File: src/core/aagor_pkg.sv
/*
 * constants for the averaging, gain and offset register bank.
 * assumes a byte-wide register write/read port framed by an active-low chip select.
 */
package aagor_pkg;
    localparam logic [7:0] ADDR_LEAVE_SETUP = 8'h14;
    localparam logic [7:0] ADDR_AVERAGING = 8'h15;
    localparam logic [7:0] ADDR_CH0_OFS_LO = 8'h17;
    localparam logic [7:0] ADDR_CH0_OFS_HI = 8'h18;
    localparam logic [7:0] ADDR_CH1_OFS_LO = 8'h1A;
    localparam logic [7:0] ADDR_CH1_OFS_HI = 8'h1B;
    localparam logic [7:0] ADDR_CH0_GAIN_LO = 8'h1C;
    localparam logic [7:0] ADDR_CH0_GAIN_HI = 8'h1D;
    localparam logic [7:0] ADDR_CH1_GAIN_LO = 8'h1E;
    localparam logic [7:0] ADDR_CH1_GAIN_HI = 8'h1F;
    localparam logic [7:0] ADDR_OUT_MODE = 8'h20;
    localparam int LEAVE_BIT = 0;
    localparam int RESTART_BIT = 7;
    localparam int LEN_MSB = 4;
    localparam int FMT_MSB = 2;
    localparam logic [7:0] RST_ZERO = 8'h00;
    localparam logic [7:0] RST_GAIN_HI = 8'h80;
    localparam logic [4:0] LEN_NONE = 5'h00;
    localparam logic [4:0] LEN_MAX = 5'h10;
    localparam logic [2:0] FMT_AVERAGED = 3'h3;
    localparam int SAMPLE_W = 16;
    localparam int GAIN_SHIFT = 15;
    localparam int ACC_W = 34;
    localparam int AVG_OUT_W = 30;
endpackage

File: src/core/aagor_corrector.sv
/*
 * per-channel gain and offset correction of one signed sample.
 * assumes sample_valid is a one-cycle pulse from the converter.
 */
`timescale 1ns/100ps
module aagor_corrector
    import aagor_pkg::*;
(
    // clock and reset
    input wire logic clk,
    input wire logic rst_n,
    // sample in
    input wire logic sample_valid,
    input wire logic signed [aagor_pkg::SAMPLE_W-1:0] sample_in,
    // settings
    input wire logic [15:0] gain_word,
    input wire logic signed [15:0] offset_word,
    // corrected out
    output logic corr_valid,
    output logic signed [aagor_pkg::SAMPLE_W+1:0] corr_out
);
    logic signed [17:0] corr_nxt;
    logic signed [33:0] prod;
    logic signed [18:0] sum;

    // offset added first, then gain of word/0x8000
    always_comb begin
        sum = 19'(sample_in) + 19'(offset_word);
        prod = 34'(sum) * $signed({18'h00000, gain_word});
        corr_nxt = 18'(prod >>> GAIN_SHIFT);
    end

    always_ff @(posedge clk or negedge rst_n) begin
        if (!rst_n) begin
            corr_valid <= 1'b0;
            corr_out <= 18'sh00000;
        end else begin
            corr_valid <= sample_valid;
            if (sample_valid) begin
                corr_out <= corr_nxt;
            end
        end
    end
endmodule

File: src/core/aagor_averager.sv
/*
 * block averaging filter over 2^n corrected samples.
 * assumes the length code is 1..16 while averaging is in use.
 */
`timescale 1ns/100ps
module aagor_averager
    import aagor_pkg::*;
(
    // clock and reset
    input wire logic clk,
    input wire logic rst_n,
    // control
    input wire logic restart,
    input wire logic [4:0] block_length_code,
    // samples
    input wire logic in_valid,
    input wire logic signed [17:0] in_data,
    // result
    output logic out_valid,
    output logic signed [aagor_pkg::AVG_OUT_W-1:0] out_data
);
    localparam int EXTRA_W = AVG_OUT_W - SAMPLE_W - 2;
    logic signed [ACC_W-1:0] acc_r, acc_nxt, acc_sum;
    // widened before the scale-up so a full-scale 2^16 block cannot wrap
    logic signed [ACC_W+EXTRA_W-1:0] acc_wide;
    logic [16:0] cnt_r, cnt_nxt;
    logic [16:0] last;
    logic done;

    always_comb begin
        last = 17'((18'h00001 << block_length_code) - 18'h00001);
        acc_sum = acc_r + ACC_W'(in_data);
        acc_wide = (ACC_W+EXTRA_W)'(acc_sum) <<< EXTRA_W;
        done = in_valid && (cnt_r == last);
        acc_nxt = acc_r;
        cnt_nxt = cnt_r;
        if (restart) begin
            acc_nxt = '0;
            cnt_nxt = '0;
        end else if (in_valid) begin
            acc_nxt = done ? '0 : acc_sum;
            cnt_nxt = done ? 17'h00000 : cnt_r + 17'h00001;
        end
    end

    always_ff @(posedge clk or negedge rst_n) begin
        if (!rst_n) begin
            acc_r <= '0;
            cnt_r <= '0;
            out_valid <= 1'b0;
            out_data <= '0;
        end else begin
            acc_r <= acc_nxt;
            cnt_r <= cnt_nxt;
            out_valid <= done && !restart;
            if (done && !restart) begin
                // divide by 2^n, keeping the extra resolution bits
                out_data <= AVG_OUT_W'(acc_wide >>> block_length_code);
            end
        end
    end
endmodule

File: src/core/aagor_regs.sv
/*
 * register bank for averaging, gain and offset of a dual-channel converter.
 * assumes the serial port slave decodes frames into byte writes and reads,
 * and that cs_n is the port's chip select, synchronous to clk.
 */
`timescale 1ns/100ps
module aagor_regs
    import aagor_pkg::*;
(
    // clock and reset
    input wire logic clk,
    input wire logic reset_n,
    // serial port register access
    input wire logic cs_n,
    input wire logic wr_en,
    input wire logic rd_en,
    input wire logic [7:0] addr,
    input wire logic [7:0] wr_data,
    output logic [7:0] rd_data,
    // converter samples
    input wire logic sample_valid,
    input wire logic signed [15:0] ch0_sample,
    input wire logic signed [15:0] ch1_sample,
    // status and results
    output logic config_mode,
    output logic [2:0] output_format_select,
    output logic ch0_valid,
    output logic [31:0] ch0_word,
    output logic ch1_valid,
    output logic [31:0] ch1_word
);
    import aagor_pkg::*;

    // ******************************
    // reset release
    // ******************************
    logic rst_s1_r, rst_n_r;
    always_ff @(posedge clk or negedge reset_n) begin
        if (!reset_n) begin
            rst_s1_r <= 1'b0;
            rst_n_r <= 1'b0;
        end else begin
            rst_s1_r <= 1'b1;
            rst_n_r <= rst_s1_r;
        end
    end

    // ******************************
    // registers
    // ******************************
    logic leave_setup_bit_r, leave_setup_bit_nxt;
    logic filter_restart_bit_r, filter_restart_bit_nxt;
    logic [4:0] block_length_code_r, block_length_code_nxt;
    logic [7:0] regs_r [0:7];
    logic [7:0] regs_nxt [0:7];
    logic [2:0] fmt_nxt;
    logic cfg_nxt;
    logic [7:0] rd_nxt;
    localparam logic [7:0] BYTE_ADDR [0:7] = '{ADDR_CH0_OFS_LO, ADDR_CH0_OFS_HI,
        ADDR_CH1_OFS_LO, ADDR_CH1_OFS_HI, ADDR_CH0_GAIN_LO, ADDR_CH0_GAIN_HI,
        ADDR_CH1_GAIN_LO, ADDR_CH1_GAIN_HI};
    localparam logic [7:0] BYTE_RST [0:7] = '{RST_ZERO, RST_ZERO, RST_ZERO, RST_ZERO,
        RST_ZERO, RST_GAIN_HI, RST_ZERO, RST_GAIN_HI};

    always_comb begin
        leave_setup_bit_nxt = leave_setup_bit_r;
        if (cs_n) begin
            leave_setup_bit_nxt = 1'b0;
        end
        if (wr_en && !cs_n && addr == ADDR_LEAVE_SETUP) begin
            leave_setup_bit_nxt = wr_data[LEAVE_BIT];
        end
        cfg_nxt = config_mode;
        if (wr_en && !cs_n && addr == ADDR_LEAVE_SETUP && wr_data[LEAVE_BIT]) begin
            cfg_nxt = 1'b0;
        end
        // restart bit lives one cycle only
        filter_restart_bit_nxt = 1'b0;
        block_length_code_nxt = block_length_code_r;
        fmt_nxt = output_format_select;
        if (wr_en && !cs_n && addr == ADDR_AVERAGING) begin
            filter_restart_bit_nxt = wr_data[RESTART_BIT];
            block_length_code_nxt = wr_data[LEN_MSB:0];
        end
        if (wr_en && !cs_n && addr == ADDR_OUT_MODE) begin
            fmt_nxt = wr_data[FMT_MSB:0];
        end
    end

    // one byte register per entry, written on address match
    for (genvar i = 0; i < 8; i++) begin : g_byte
        always_comb begin
            regs_nxt[i] = regs_r[i];
            if (wr_en && !cs_n && addr == BYTE_ADDR[i]) begin
                regs_nxt[i] = wr_data;
            end
        end
        always_ff @(posedge clk or negedge rst_n_r) begin
            if (!rst_n_r) begin
                regs_r[i] <= BYTE_RST[i];
            end else begin
                regs_r[i] <= regs_nxt[i];
            end
        end
    end

    // ******************************
    // read path
    // ******************************
    always_comb begin
        rd_nxt = rd_data;
        if (rd_en && !cs_n) begin
            if (addr == ADDR_LEAVE_SETUP) begin
                rd_nxt = {7'h00, leave_setup_bit_r};
            end else if (addr == ADDR_AVERAGING) begin
                rd_nxt = {filter_restart_bit_r, 2'h0, block_length_code_r};
            end else if (addr == ADDR_OUT_MODE) begin
                rd_nxt = {5'h00, output_format_select};
            end else begin
                rd_nxt = 8'h00;
                for (int k = 0; k < 8; k++) begin
                    if (addr == BYTE_ADDR[k]) begin
                        rd_nxt = regs_r[k];
                    end
                end
            end
        end
    end

    always_ff @(posedge clk or negedge rst_n_r) begin
        if (!rst_n_r) begin
            leave_setup_bit_r <= 1'b0;
            filter_restart_bit_r <= 1'b0;
            block_length_code_r <= LEN_NONE;
            output_format_select <= 3'h0;
            config_mode <= 1'b1;
            rd_data <= RST_ZERO;
        end else begin
            leave_setup_bit_r <= leave_setup_bit_nxt;
            filter_restart_bit_r <= filter_restart_bit_nxt;
            block_length_code_r <= block_length_code_nxt;
            output_format_select <= fmt_nxt;
            config_mode <= cfg_nxt;
            rd_data <= rd_nxt;
        end
    end

    // ******************************
    // datapath per channel
    // ******************************
    logic c_valid [0:1];
    logic signed [17:0] c_data [0:1];
    logic a_valid [0:1];
    logic signed [29:0] a_data [0:1];
    logic [31:0] word_nxt [0:1];
    logic valid_nxt [0:1];
    logic [31:0] word_r [0:1];
    logic valid_r [0:1];
    logic averaging;
    assign averaging = output_format_select == FMT_AVERAGED;

    for (genvar c = 0; c < 2; c++) begin : g_chan
        aagor_corrector u_corr (
            .clk(clk),
            .rst_n(rst_n_r),
            .sample_valid(sample_valid),
            .sample_in(c == 0 ? ch0_sample : ch1_sample),
            .gain_word({regs_r[5 + 2*c], regs_r[4 + 2*c]}),
            .offset_word({regs_r[1 + 2*c], regs_r[2*c]}),
            .corr_valid(c_valid[c]),
            .corr_out(c_data[c])
        );
        aagor_averager u_avg (
            .clk(clk),
            .rst_n(rst_n_r),
            .restart(filter_restart_bit_r),
            .block_length_code(block_length_code_r),
            .in_valid(c_valid[c] && averaging),
            .in_data(c_data[c]),
            .out_valid(a_valid[c]),
            .out_data(a_data[c])
        );
        always_comb begin
            valid_nxt[c] = averaging ? a_valid[c] : c_valid[c];
            word_nxt[c] = word_r[c];
            if (averaging && a_valid[c]) begin
                // overrange when the top two bits of the 30-bit result differ, each channel on its own block
                word_nxt[c] = {a_data[c], a_data[c][29] ^ a_data[c][28], 1'b1};
            end else if (!averaging && c_valid[c]) begin
                word_nxt[c] = {16'h0000, c_data[c][15:0]};
            end
        end
        always_ff @(posedge clk or negedge rst_n_r) begin
            if (!rst_n_r) begin
                word_r[c] <= 32'h00000000;
                valid_r[c] <= 1'b0;
            end else begin
                word_r[c] <= word_nxt[c];
                valid_r[c] <= valid_nxt[c];
            end
        end
    end

    assign ch0_word = word_r[0];
    assign ch1_word = word_r[1];
    assign ch0_valid = valid_r[0];
    assign ch1_valid = valid_r[1];

    // ******************************
    // checks
    // ******************************
    a_leave_clears: assert property (@(posedge clk) disable iff (!rst_n_r)
        cs_n |=> !leave_setup_bit_r) else $error("leave bit not cleared");
    a_leave_exit: assert property (@(posedge clk) disable iff (!rst_n_r)
        wr_en && !cs_n && addr == ADDR_LEAVE_SETUP && wr_data[LEAVE_BIT] |=> !config_mode)
        else $error("config mode not left");
    a_restart_pulse: assert property (@(posedge clk) disable iff (!rst_n_r)
        filter_restart_bit_r && !(wr_en && addr == ADDR_AVERAGING) |=> !filter_restart_bit_r)
        else $error("restart bit stuck");
    a_len_store: assert property (@(posedge clk) disable iff (!rst_n_r)
        wr_en && !cs_n && addr == ADDR_AVERAGING |=> block_length_code_r == $past(wr_data[4:0]))
        else $error("length code not stored");
    a_ofs1_store: assert property (@(posedge clk) disable iff (!rst_n_r)
        wr_en && !cs_n && addr == ADDR_CH1_OFS_HI |=> regs_r[3] == $past(wr_data))
        else $error("ch1 offset high not stored");
    a_gain0_store: assert property (@(posedge clk) disable iff (!rst_n_r)
        wr_en && !cs_n && addr == ADDR_CH0_GAIN_LO |=> regs_r[4] == $past(wr_data))
        else $error("ch0 gain low not stored");
    a_gain1_store: assert property (@(posedge clk) disable iff (!rst_n_r)
        wr_en && !cs_n && addr == ADDR_CH1_GAIN_LO |=> regs_r[6] == $past(wr_data))
        else $error("ch1 gain low not stored");
    a_rsvd_zero: assert property (@(posedge clk) disable iff (!rst_n_r)
        rd_en && !cs_n && addr == ADDR_AVERAGING |=> rd_data[6:5] == 2'h0)
        else $error("reserved bits not zero");
    a_corr_timing: assert property (@(posedge clk) disable iff (!rst_n_r)
        sample_valid && !averaging ##1 !averaging |=> ch0_valid)
        else $error("corrected sample late");
    // every byte lands in its own register one cycle after the strobe
    a_ofs0_lo_store: assert property (@(posedge clk) disable iff (!rst_n_r)
        wr_en && !cs_n && addr == ADDR_CH0_OFS_LO |=> regs_r[0] == $past(wr_data))
        else $error("ch0 offset low not stored");
    a_ofs0_hi_store: assert property (@(posedge clk) disable iff (!rst_n_r)
        wr_en && !cs_n && addr == ADDR_CH0_OFS_HI |=> regs_r[1] == $past(wr_data))
        else $error("ch0 offset high not stored");
    a_ofs1_lo_store: assert property (@(posedge clk) disable iff (!rst_n_r)
        wr_en && !cs_n && addr == ADDR_CH1_OFS_LO |=> regs_r[2] == $past(wr_data))
        else $error("ch1 offset low not stored");
    a_gain0_hi_store: assert property (@(posedge clk) disable iff (!rst_n_r)
        wr_en && !cs_n && addr == ADDR_CH0_GAIN_HI |=> regs_r[5] == $past(wr_data))
        else $error("ch0 gain high not stored");
    a_gain1_hi_store: assert property (@(posedge clk) disable iff (!rst_n_r)
        wr_en && !cs_n && addr == ADDR_CH1_GAIN_HI |=> regs_r[7] == $past(wr_data))
        else $error("ch1 gain high not stored");
    // reset values seen at the first edge out of reset
    a_ofs_reset: assert property (@(posedge clk) disable iff (!rst_n_r)
        $rose(rst_n_r) |-> regs_r[0] == RST_ZERO && regs_r[1] == RST_ZERO)
        else $error("ch0 offset reset wrong");
    a_gain_reset: assert property (@(posedge clk) disable iff (!rst_n_r)
        $rose(rst_n_r) |-> regs_r[4] == RST_ZERO && regs_r[5] == RST_GAIN_HI)
        else $error("ch0 gain reset wrong");
    a_cfg_sticky: assert property (@(posedge clk) disable iff (!rst_n_r)
        !config_mode |=> !config_mode)
        else $error("config mode came back");
    a_leave_set: assert property (@(posedge clk) disable iff (!rst_n_r)
        wr_en && !cs_n && addr == ADDR_LEAVE_SETUP
        |=> leave_setup_bit_r == $past(wr_data[LEAVE_BIT]))
        else $error("leave bit not written");
    a_leave_hold: assert property (@(posedge clk) disable iff (!rst_n_r)
        leave_setup_bit_r && !cs_n && !(wr_en && addr == ADDR_LEAVE_SETUP)
        |=> leave_setup_bit_r)
        else $error("leave bit lost inside frame");
    a_restart_set: assert property (@(posedge clk) disable iff (!rst_n_r)
        wr_en && !cs_n && addr == ADDR_AVERAGING && wr_data[RESTART_BIT]
        |=> filter_restart_bit_r)
        else $error("restart bit not set");
    a_restart_drop: assert property (@(posedge clk) disable iff (!rst_n_r)
        filter_restart_bit_r |=> !a_valid[0] && !a_valid[1])
        else $error("result during filter restart");
    a_rsvd_leave: assert property (@(posedge clk) disable iff (!rst_n_r)
        rd_en && !cs_n && addr == ADDR_LEAVE_SETUP |=> rd_data[7:1] == 7'h00)
        else $error("leave reserved bits not zero");
    a_avg_word: assert property (@(posedge clk) disable iff (!rst_n_r)
        averaging && a_valid[0] |=> ch0_word[0] && ch0_word[31:2] == $past(a_data[0]))
        else $error("averaged word layout wrong");
    a_chan_pair: assert property (@(posedge clk) disable iff (!rst_n_r)
        ch0_valid |-> ch1_valid)
        else $error("channel results not paired");
endmodule

File: config.mk
export PLATFORM = sky130hd
export DESIGN_NAME = aagor_regs
export DESIGN_NICKNAME = d
export VERILOG_FILES = /design/src/core/aagor_pkg.sv /design/src/core/aagor_corrector.sv /design/src/core/aagor_averager.sv /design/src/core/aagor_regs.sv
export SDC_FILE = /design/constraint.sdc
export NUM_CORES = 2
export LEC_CHECK = 0
export CORE_ASPECT_RATIO = 0.8
export CORE_UTILIZATION = 60
export DETAILED_ROUTE_END_ITERATION = 10
export DONT_BUFFER_PORTS = 1
export HOLD_SLACK_MARGIN = 0.05
export PLACE_DENSITY = 0.87
export SETUP_SLACK_MARGIN = 0.2
export SKIP_LAST_GASP = 1
export SYNTH_ARGS = -nofsm -noshare
export SYNTH_HDL_FRONTEND = slang
export SYNTH_SLANG_ARGS = --single-unit
File: constraint.sdc
create_clock -name clk -period 10.35 [get_ports clk]
set_input_delay 2.07 -clock clk [delete_from_list [all_inputs] [get_ports clk]]
set_output_delay 2.07 -clock clk [all_outputs]
set_load 0.02 [all_outputs]
# ---- Word level (Yosys, flattened, before mapping)
# Cells that the tools add are included.
dict set report totals {
  ff_bits 352
  out_inout_bits 78
  wordCells 120
}
dict set report classes {
  add_sub_neg 7
  multipliers 2
  n_eq_ne 14
  shift 3
  muxes 32
  n_bitwise 2
  reduce_logical 29
}
# operator n
set op_table {}
lappend op_table {{34-bit two-way mux} 6}
lappend op_table {{32-bit two-way mux} 4}
lappend op_table {{17-bit two-way mux} 6}
lappend op_table {{46-bit by 5-bit >>> shifter with 30-bit output} 2}
lappend op_table {{8-bit two-way mux} 11}
lappend op_table {{8-bit by 5-bit == test with 1-bit output, second input constant} 10}
lappend op_table {{34-bit by 18-bit adder with 34-bit output} 2}
lappend op_table {{17-bit by 17-bit multiplier with 33-bit output} 2}
lappend op_table {{16-bit by 16-bit adder with 17-bit output} 2}
lappend op_table {{17-bit by 1-bit adder with 17-bit output, second input constant} 2}
lappend op_table {{17-bit == test} 2}
lappend op_table {{1-bit logical AND} 22}
lappend op_table {{1-bit by 5-bit << shifter with 17-bit output, first input constant} 1}
lappend op_table {{17-bit by 1-bit subtractor with 17-bit output, second input constant} 1}
lappend op_table {{8-bit by 6-bit == test with 1-bit output, second input constant} 1}
lappend op_table {{2-bit nonzero test} 4}
lappend op_table {{1-bit two-way mux} 5}
lappend op_table {{3-bit by 2-bit == test with 1-bit output, second input constant} 1}
lappend op_table {{1-bit zero test} 3}
lappend op_table {{1-bit bitwise XOR} 2}

# ---- Logic depth before layout (Yosys ltp)
dict set report logic_depth {
  depth_word 12
  ltp_mapped 37
}

# ---- Hierarchy
# Synthesis repeated with hierarchy kept, for this count alone.
dict set report unflattened {
  hier_cells 5618
  hier_area_um2 49188.4
}
# mod n_inst cells_per_inst area_each_um2 seq_area_each_um2
set by_module_without_submodules {}
lappend by_module_without_submodules {{aagor_corrector (g_chan[1].u_corr)} 1 1368 12094.1 475.5}
lappend by_module_without_submodules {{aagor_corrector (g_chan[0].u_corr)} 1 1365 11964.0 475.5}
lappend by_module_without_submodules {{aagor_averager (g_chan[1].u_avg)} 1 1165 9216.3 2052.0}
lappend by_module_without_submodules {{aagor_averager (g_chan[0].u_avg)} 1 1162 9086.2 2052.0}
lappend by_module_without_submodules {aagor_regs 1 558 6827.8 3782.4}

# ---- Worst setup path before layout
# Ideal clock, no wire load.
dict set report synth_timing {
  path_kind {input to register}
  start {in ch0_sample[0]}
  end {reg g_chan[0].u_corr.corr_out[16] in the netlist's numbering}
  setup_time_ns 0.125
  t_arrival_ns 9.773
  required_time_ns 10.225
  setup_slack_ns 0.453
  cell_stages 35
  path_buffers 2
  path_cell_list {ha_1 inv_1 fa_1 nor2b_1 o21ai_0 a21boi_0 o21ai_0 a21boi_0 o21ai_0 a21o_1 a211oi_1 nor4_1 or2_2 clkbuf_1 and2_1 fa_1 inv_1 fa_1 clkbuf_1 xor2_1 xnor2_1 fa_1 fa_1 inv_1 fa_1 inv_1 ha_1 or2_2 a21oi_1 a31oi_1 nand4_1 nand3b_1 a21oi_1 xnor2_1 mux2_2}
}
dict set report synth_between {
  elab_chain_len 2
}
# element line
set synth_lines {}
lappend synth_lines {{start: declaration} aagor_regs.sv:22} ;# input wire logic signed [15:0] ch0_sample,
lappend synth_lines {{16-bit by 16-bit adder with 17-bit output} aagor_corrector.sv:28} ;# sum = 19'(sample_in) + 19'(offset_word);
lappend synth_lines {{17-bit by 17-bit multiplier with 33-bit output} aagor_corrector.sv:29} ;# prod = 34'(sum) * $signed({18'h00000, gain_word});
lappend synth_lines {{end signal: assignment} aagor_corrector.sv:40} ;# corr_out <= corr_nxt;
lappend synth_lines {{end: declaration} aagor_corrector.sv:20} ;# output logic signed [aagor_pkg::SAMPLE_W+1:0] corr_out
# No other way between the ends.
# A chain may end at the register's enable or synchronous reset.

# ---- Worst setup path after layout
dict set report layout_timing {
  start {in ch1_sample[1]}
  end {reg g_chan[1].u_corr.corr_out[16] in the netlist's numbering}
}
dict set report layout_between {
  elab_chain_len 2
}
# element line
set layout_lines {}
lappend layout_lines {{start: declaration} aagor_regs.sv:23} ;# input wire logic signed [15:0] ch1_sample,
lappend layout_lines {{16-bit by 16-bit adder with 17-bit output} aagor_corrector.sv:28}
lappend layout_lines {{17-bit by 17-bit multiplier with 33-bit output} aagor_corrector.sv:29}
lappend layout_lines {{end signal: assignment} aagor_corrector.sv:40}
lappend layout_lines {{end: declaration} aagor_corrector.sv:20}
# No other way between the ends.

==> impl_metrics.toml <==
[cells_and_area]
layout_commonest_cell = "inv_1"
final_nets = 5826
postLayoutCoreUtil_pct = 63.8
layout-drive-gt1-share_pct = 8.14
area_growth_pct = 5.51
final_cell_mix = "inv_1, nand2_1, fa_1"
fillers = 5839

[clock_network]
numClockSinks = 352
cts_tree = "yes"
ctsHoldBuffers = 0
cts_buffers = 41
clockRootBuffer = "clkbuf_16"
clk_latency_ns = 0.60
max-clock-path-buffers = 3
clkTransAtPathRegs_ns = 0.06
htreeDepth = 2

[worst_setup_path]
worstSetupStartpointType = "input port"
slowest_delay_ns = 0.53
cp.arrival_ns = 10.27
cp_data_required_time_ns = 10.81
cp_slowest_cell = "fa_1"
critical_path_class = "in -> reg"
cp_common_cell = "fa_1"
end_kind = "register"
critPathMaxFanout = 7

[placed_design]
dp_hpwl_mm = 103
place_congestion = 1.02
post-place-ws_ns = -0.272
io_buffers = 0

[routing]
via_count = 39200
ant_nets = 0
drc = 0
routedWlPerCell_um = 22.5
routed_wl_mm = 136
firstDrtPassIters = 8
drtIter0Drc = 4694
drt-vias-per-instance = 6.51

[grt]
grt_pass1_wl_mm = 217
antenna_found_initial = 5
grt_pass1_vias = 39900
grt_max_degree = 99
grt.total_usage_pct = 35.7
grt_remaining_overflow = 0

[timing]
slew_viol_final = 0
finClkSkew_ns = 0.0425
fin_tns_setup_ns = 0
hold_viol = 0
worst_slack_ns = 0.542
setup_viol = 0
grt_setup_unrepaired = "false"
tightest_slew_ns = 1.17
fin_crit_sh_pct = 94.8
fmax_mhz = 102
maxSlewHeadroom_pct = 21.7
fin_crit_ns = 9.81

[logic_synthesis]
synth_nets = 5975
ys_warn_count = 0
async_flop_share_pct = 100
synth_seq_cells = 352
syn_avg_cell_area_um2 = 8.91
synth_edf_count = 0
dominantRegCellSynth = "dfrtp_1"
seq_area_frac_synth_pct = 19.3
synthCells = 5118
syn_area_mm2 = 0.0456
synth_cell_types = 94

[power_and_ir_drop]
clkPwrFrac_pct = 33.1
vdd_drop_max_v = 0.000114
p_per_area_mw_per_mm2 = 103
p_leak_uw = 0.0241
intPower_uw = 3060
finalPower_uw = 4940
switching_share_pct = 38.1
combPwrFrac_pct = 33.3
p_seq_share_pct = 33.6
switchingPower_uw = 1890

[die]
core_area_mm2 = 0.0753
die_y_um = 249
die_area_mm2 = 0.0771
die_w_um = 310
ios = 132
num_rows = 90
start_util_pct = 60.5

[outcome]
status = "completed"

[hold_path]
min_path_type = "reg -> reg"

[job]
max_cap_violations = 0
cell usage after synthesis, types with 10 or more instances:
cell / number / area (µm²)
buf_1: 26 / 97.6
or2_2: 24 / 150
nand3_1: 66 / 330
or3_1: 20 / 125
xor2_1: 75 / 657
o31ai_1: 16 / 120
a2bb2oi_1: 10 / 87.6
nor4_1: 14 / 87.6
o221ai_1: 18 / 158
o21bai_1: 13 / 97.6
and3_1: 64 / 400
a211o_1: 15 / 131
ha_1: 274 / 3430
dfrtp_1: 349 / 8730
a22oi_1: 32 / 240
o21ai_0: 226 / 1130
nand3b_1: 15 / 113
nor2_1: 270 / 1010
a31oi_1: 62 / 388
o22ai_1: 13 / 81.3
nand2b_1: 39 / 244
inv_1: 685 / 2570
nand4_1: 37 / 231
a22o_1: 82 / 718
mux2_2: 121 / 1360
mux2i_1: 76 / 761
a21o_1: 70 / 526
clkbuf_1: 242 / 908
o21ai_1: 10 / 50.1
and3b_1: 10 / 87.6
and2_1: 251 / 1570
a221oi_1: 16 / 140
nor3_1: 70 / 350
xnor2_1: 118 / 1030
nand2_1: 579 / 2170
o21a_1: 40 / 300
mux4_2: 35 / 788
fa_1: 529 / 10600
a211oi_1: 37 / 278
nor2b_1: 45 / 282
a21oi_1: 198 / 991
o211ai_1: 26 / 195
a41oi_1: 11 / 96.3
a21boi_0: 10 / 75.1
and4_1: 10 / 87.6
per-stage QoR:
step	instances	instance area, µm²	hold WS (ns)
after floorplan	5118	45600	0.331
after global placement	5935	46500	0.335
after detailed placement	5935	46500	0.336
after CTS	6011	48000	0.350
after global routing	6014	48100	0.354
final	6017	48100	0.345
metal layers:
metal,routed length (µm),track usage (%)
met5,26,0
met4,5700,13.7
met3,19400,11.7
met2,59300,53.5
met1,51100,48.1
cell families (layout without fill, tap and decap cells):
kind of cell               count (synthesis)  after routing  share of synthesized area, %
other                                      1              4                       0.00823
AOI/OAI and AO/OA                       1017           1017                          15.2
xor gates and xnor gates                 194            194                          3.76
and+or+nand+nor                         1550           1550                          16.5
buffers and inverters                    969            853                          8.01
DFF                                      352            352                          19.3
adders and majority gates                803            803                          30.8
muxes                                    232            232                          6.39
critical path, delay by kind of cell:
kind,cells,cell delay [ns]
AO/OA/AOI/OAI,16,3.23
XOR/XNOR,2,0.32
adder cells (fa/ha/maj),8,3.58
buffers and inverters,5,0.41
multiplexers,1,0.26
AND/OR/NAND/NOR,3,0.37
what timing repair did:
action | 4_1_cts | 5_1_grt
buffers inserted | 0 | 3
setup endpoints to repair | 0 | 17
gates resized for setup | 0 | 21
registers in the layout, indices dropped and copies added (netlist names), 2 cells and up:
name	flops
g_chan.u_corr.corr_out	36
g_chan.u_avg.cnt_r	34
g_chan.u_avg.out_data	60
block_length_code_r	5
g_chan.u_avg.out_valid	2
regs_r	64
rd_data	8
ch1_word	32
g_chan.u_avg.acc_r	68
ch0_word	32
output_format_select	3
power by group through the flow:
| stage | Combinational [µW] | Sequential, µW | Clock (µW) |
|---|---|---|---|
| CTS | 1590 | 1650 | 1640 |
| floorplan | 1180 | 1600 | 0 |
| global route | 1790 | 1670 | 1700 |
| detailed placement | 1580 | 1670 | 0 |
| finish | 1650 | 1660 | 1640 |
| global placement | 1520 | 1670 | 0 |
final timing paths:
kind | from | to | slack (ns) | cells past startpoint
setup / recovery | ch1_sample[1] | g_chan[1].u_corr.corr_out[16]$_DFFE_PN0P_ | 0.54 | 35
hold / removal | rst_s1_r$_DFF_PN0_ | rst_n_r$_DFF_PN0_ | 0.35 | 0
min in group asynchronous | rst_n_r$_DFF_PN0_ | ch0_word[16]$_DFFE_PN0P_ | 0.45 | 0
max in group asynchronous | rst_n_r$_DFF_PN0_ | g_chan[0].u_avg.out_data[10]$_DFFE_PN0P_ | 8.33 | 1
hold reg to reg | rst_s1_r$_DFF_PN0_ | rst_n_r$_DFF_PN0_ | 0.35 | 0
setup reg to reg | regs_r[41]$_DFFE_PN0P_ | g_chan[1].u_corr.corr_out[16]$_DFFE_PN0P_ | 1.60 | 35
area by class of cell:
| type | count | area (µm²) | share of cell area (%) |
|---|---|---|---|
| Antenna cell | 3 | 7.51 | 0.0156 |
| Clock buffer | 46 | 1070 | 2.23 |
| Clock inverter | 30 | 427 | 0.887 |
| Inverter | 690 | 2590 | 5.39 |
| Multi-Input combinational cell | 3797 | 33200 | 69.1 |
| Sequential cell | 352 | 8820 | 18.3 |
| Tap cell | 1012 | 1270 | 2.63 |
| Timing Repair Buffer | 87 | 657 | 1.37 |
(Power assumes the default switching activity.)
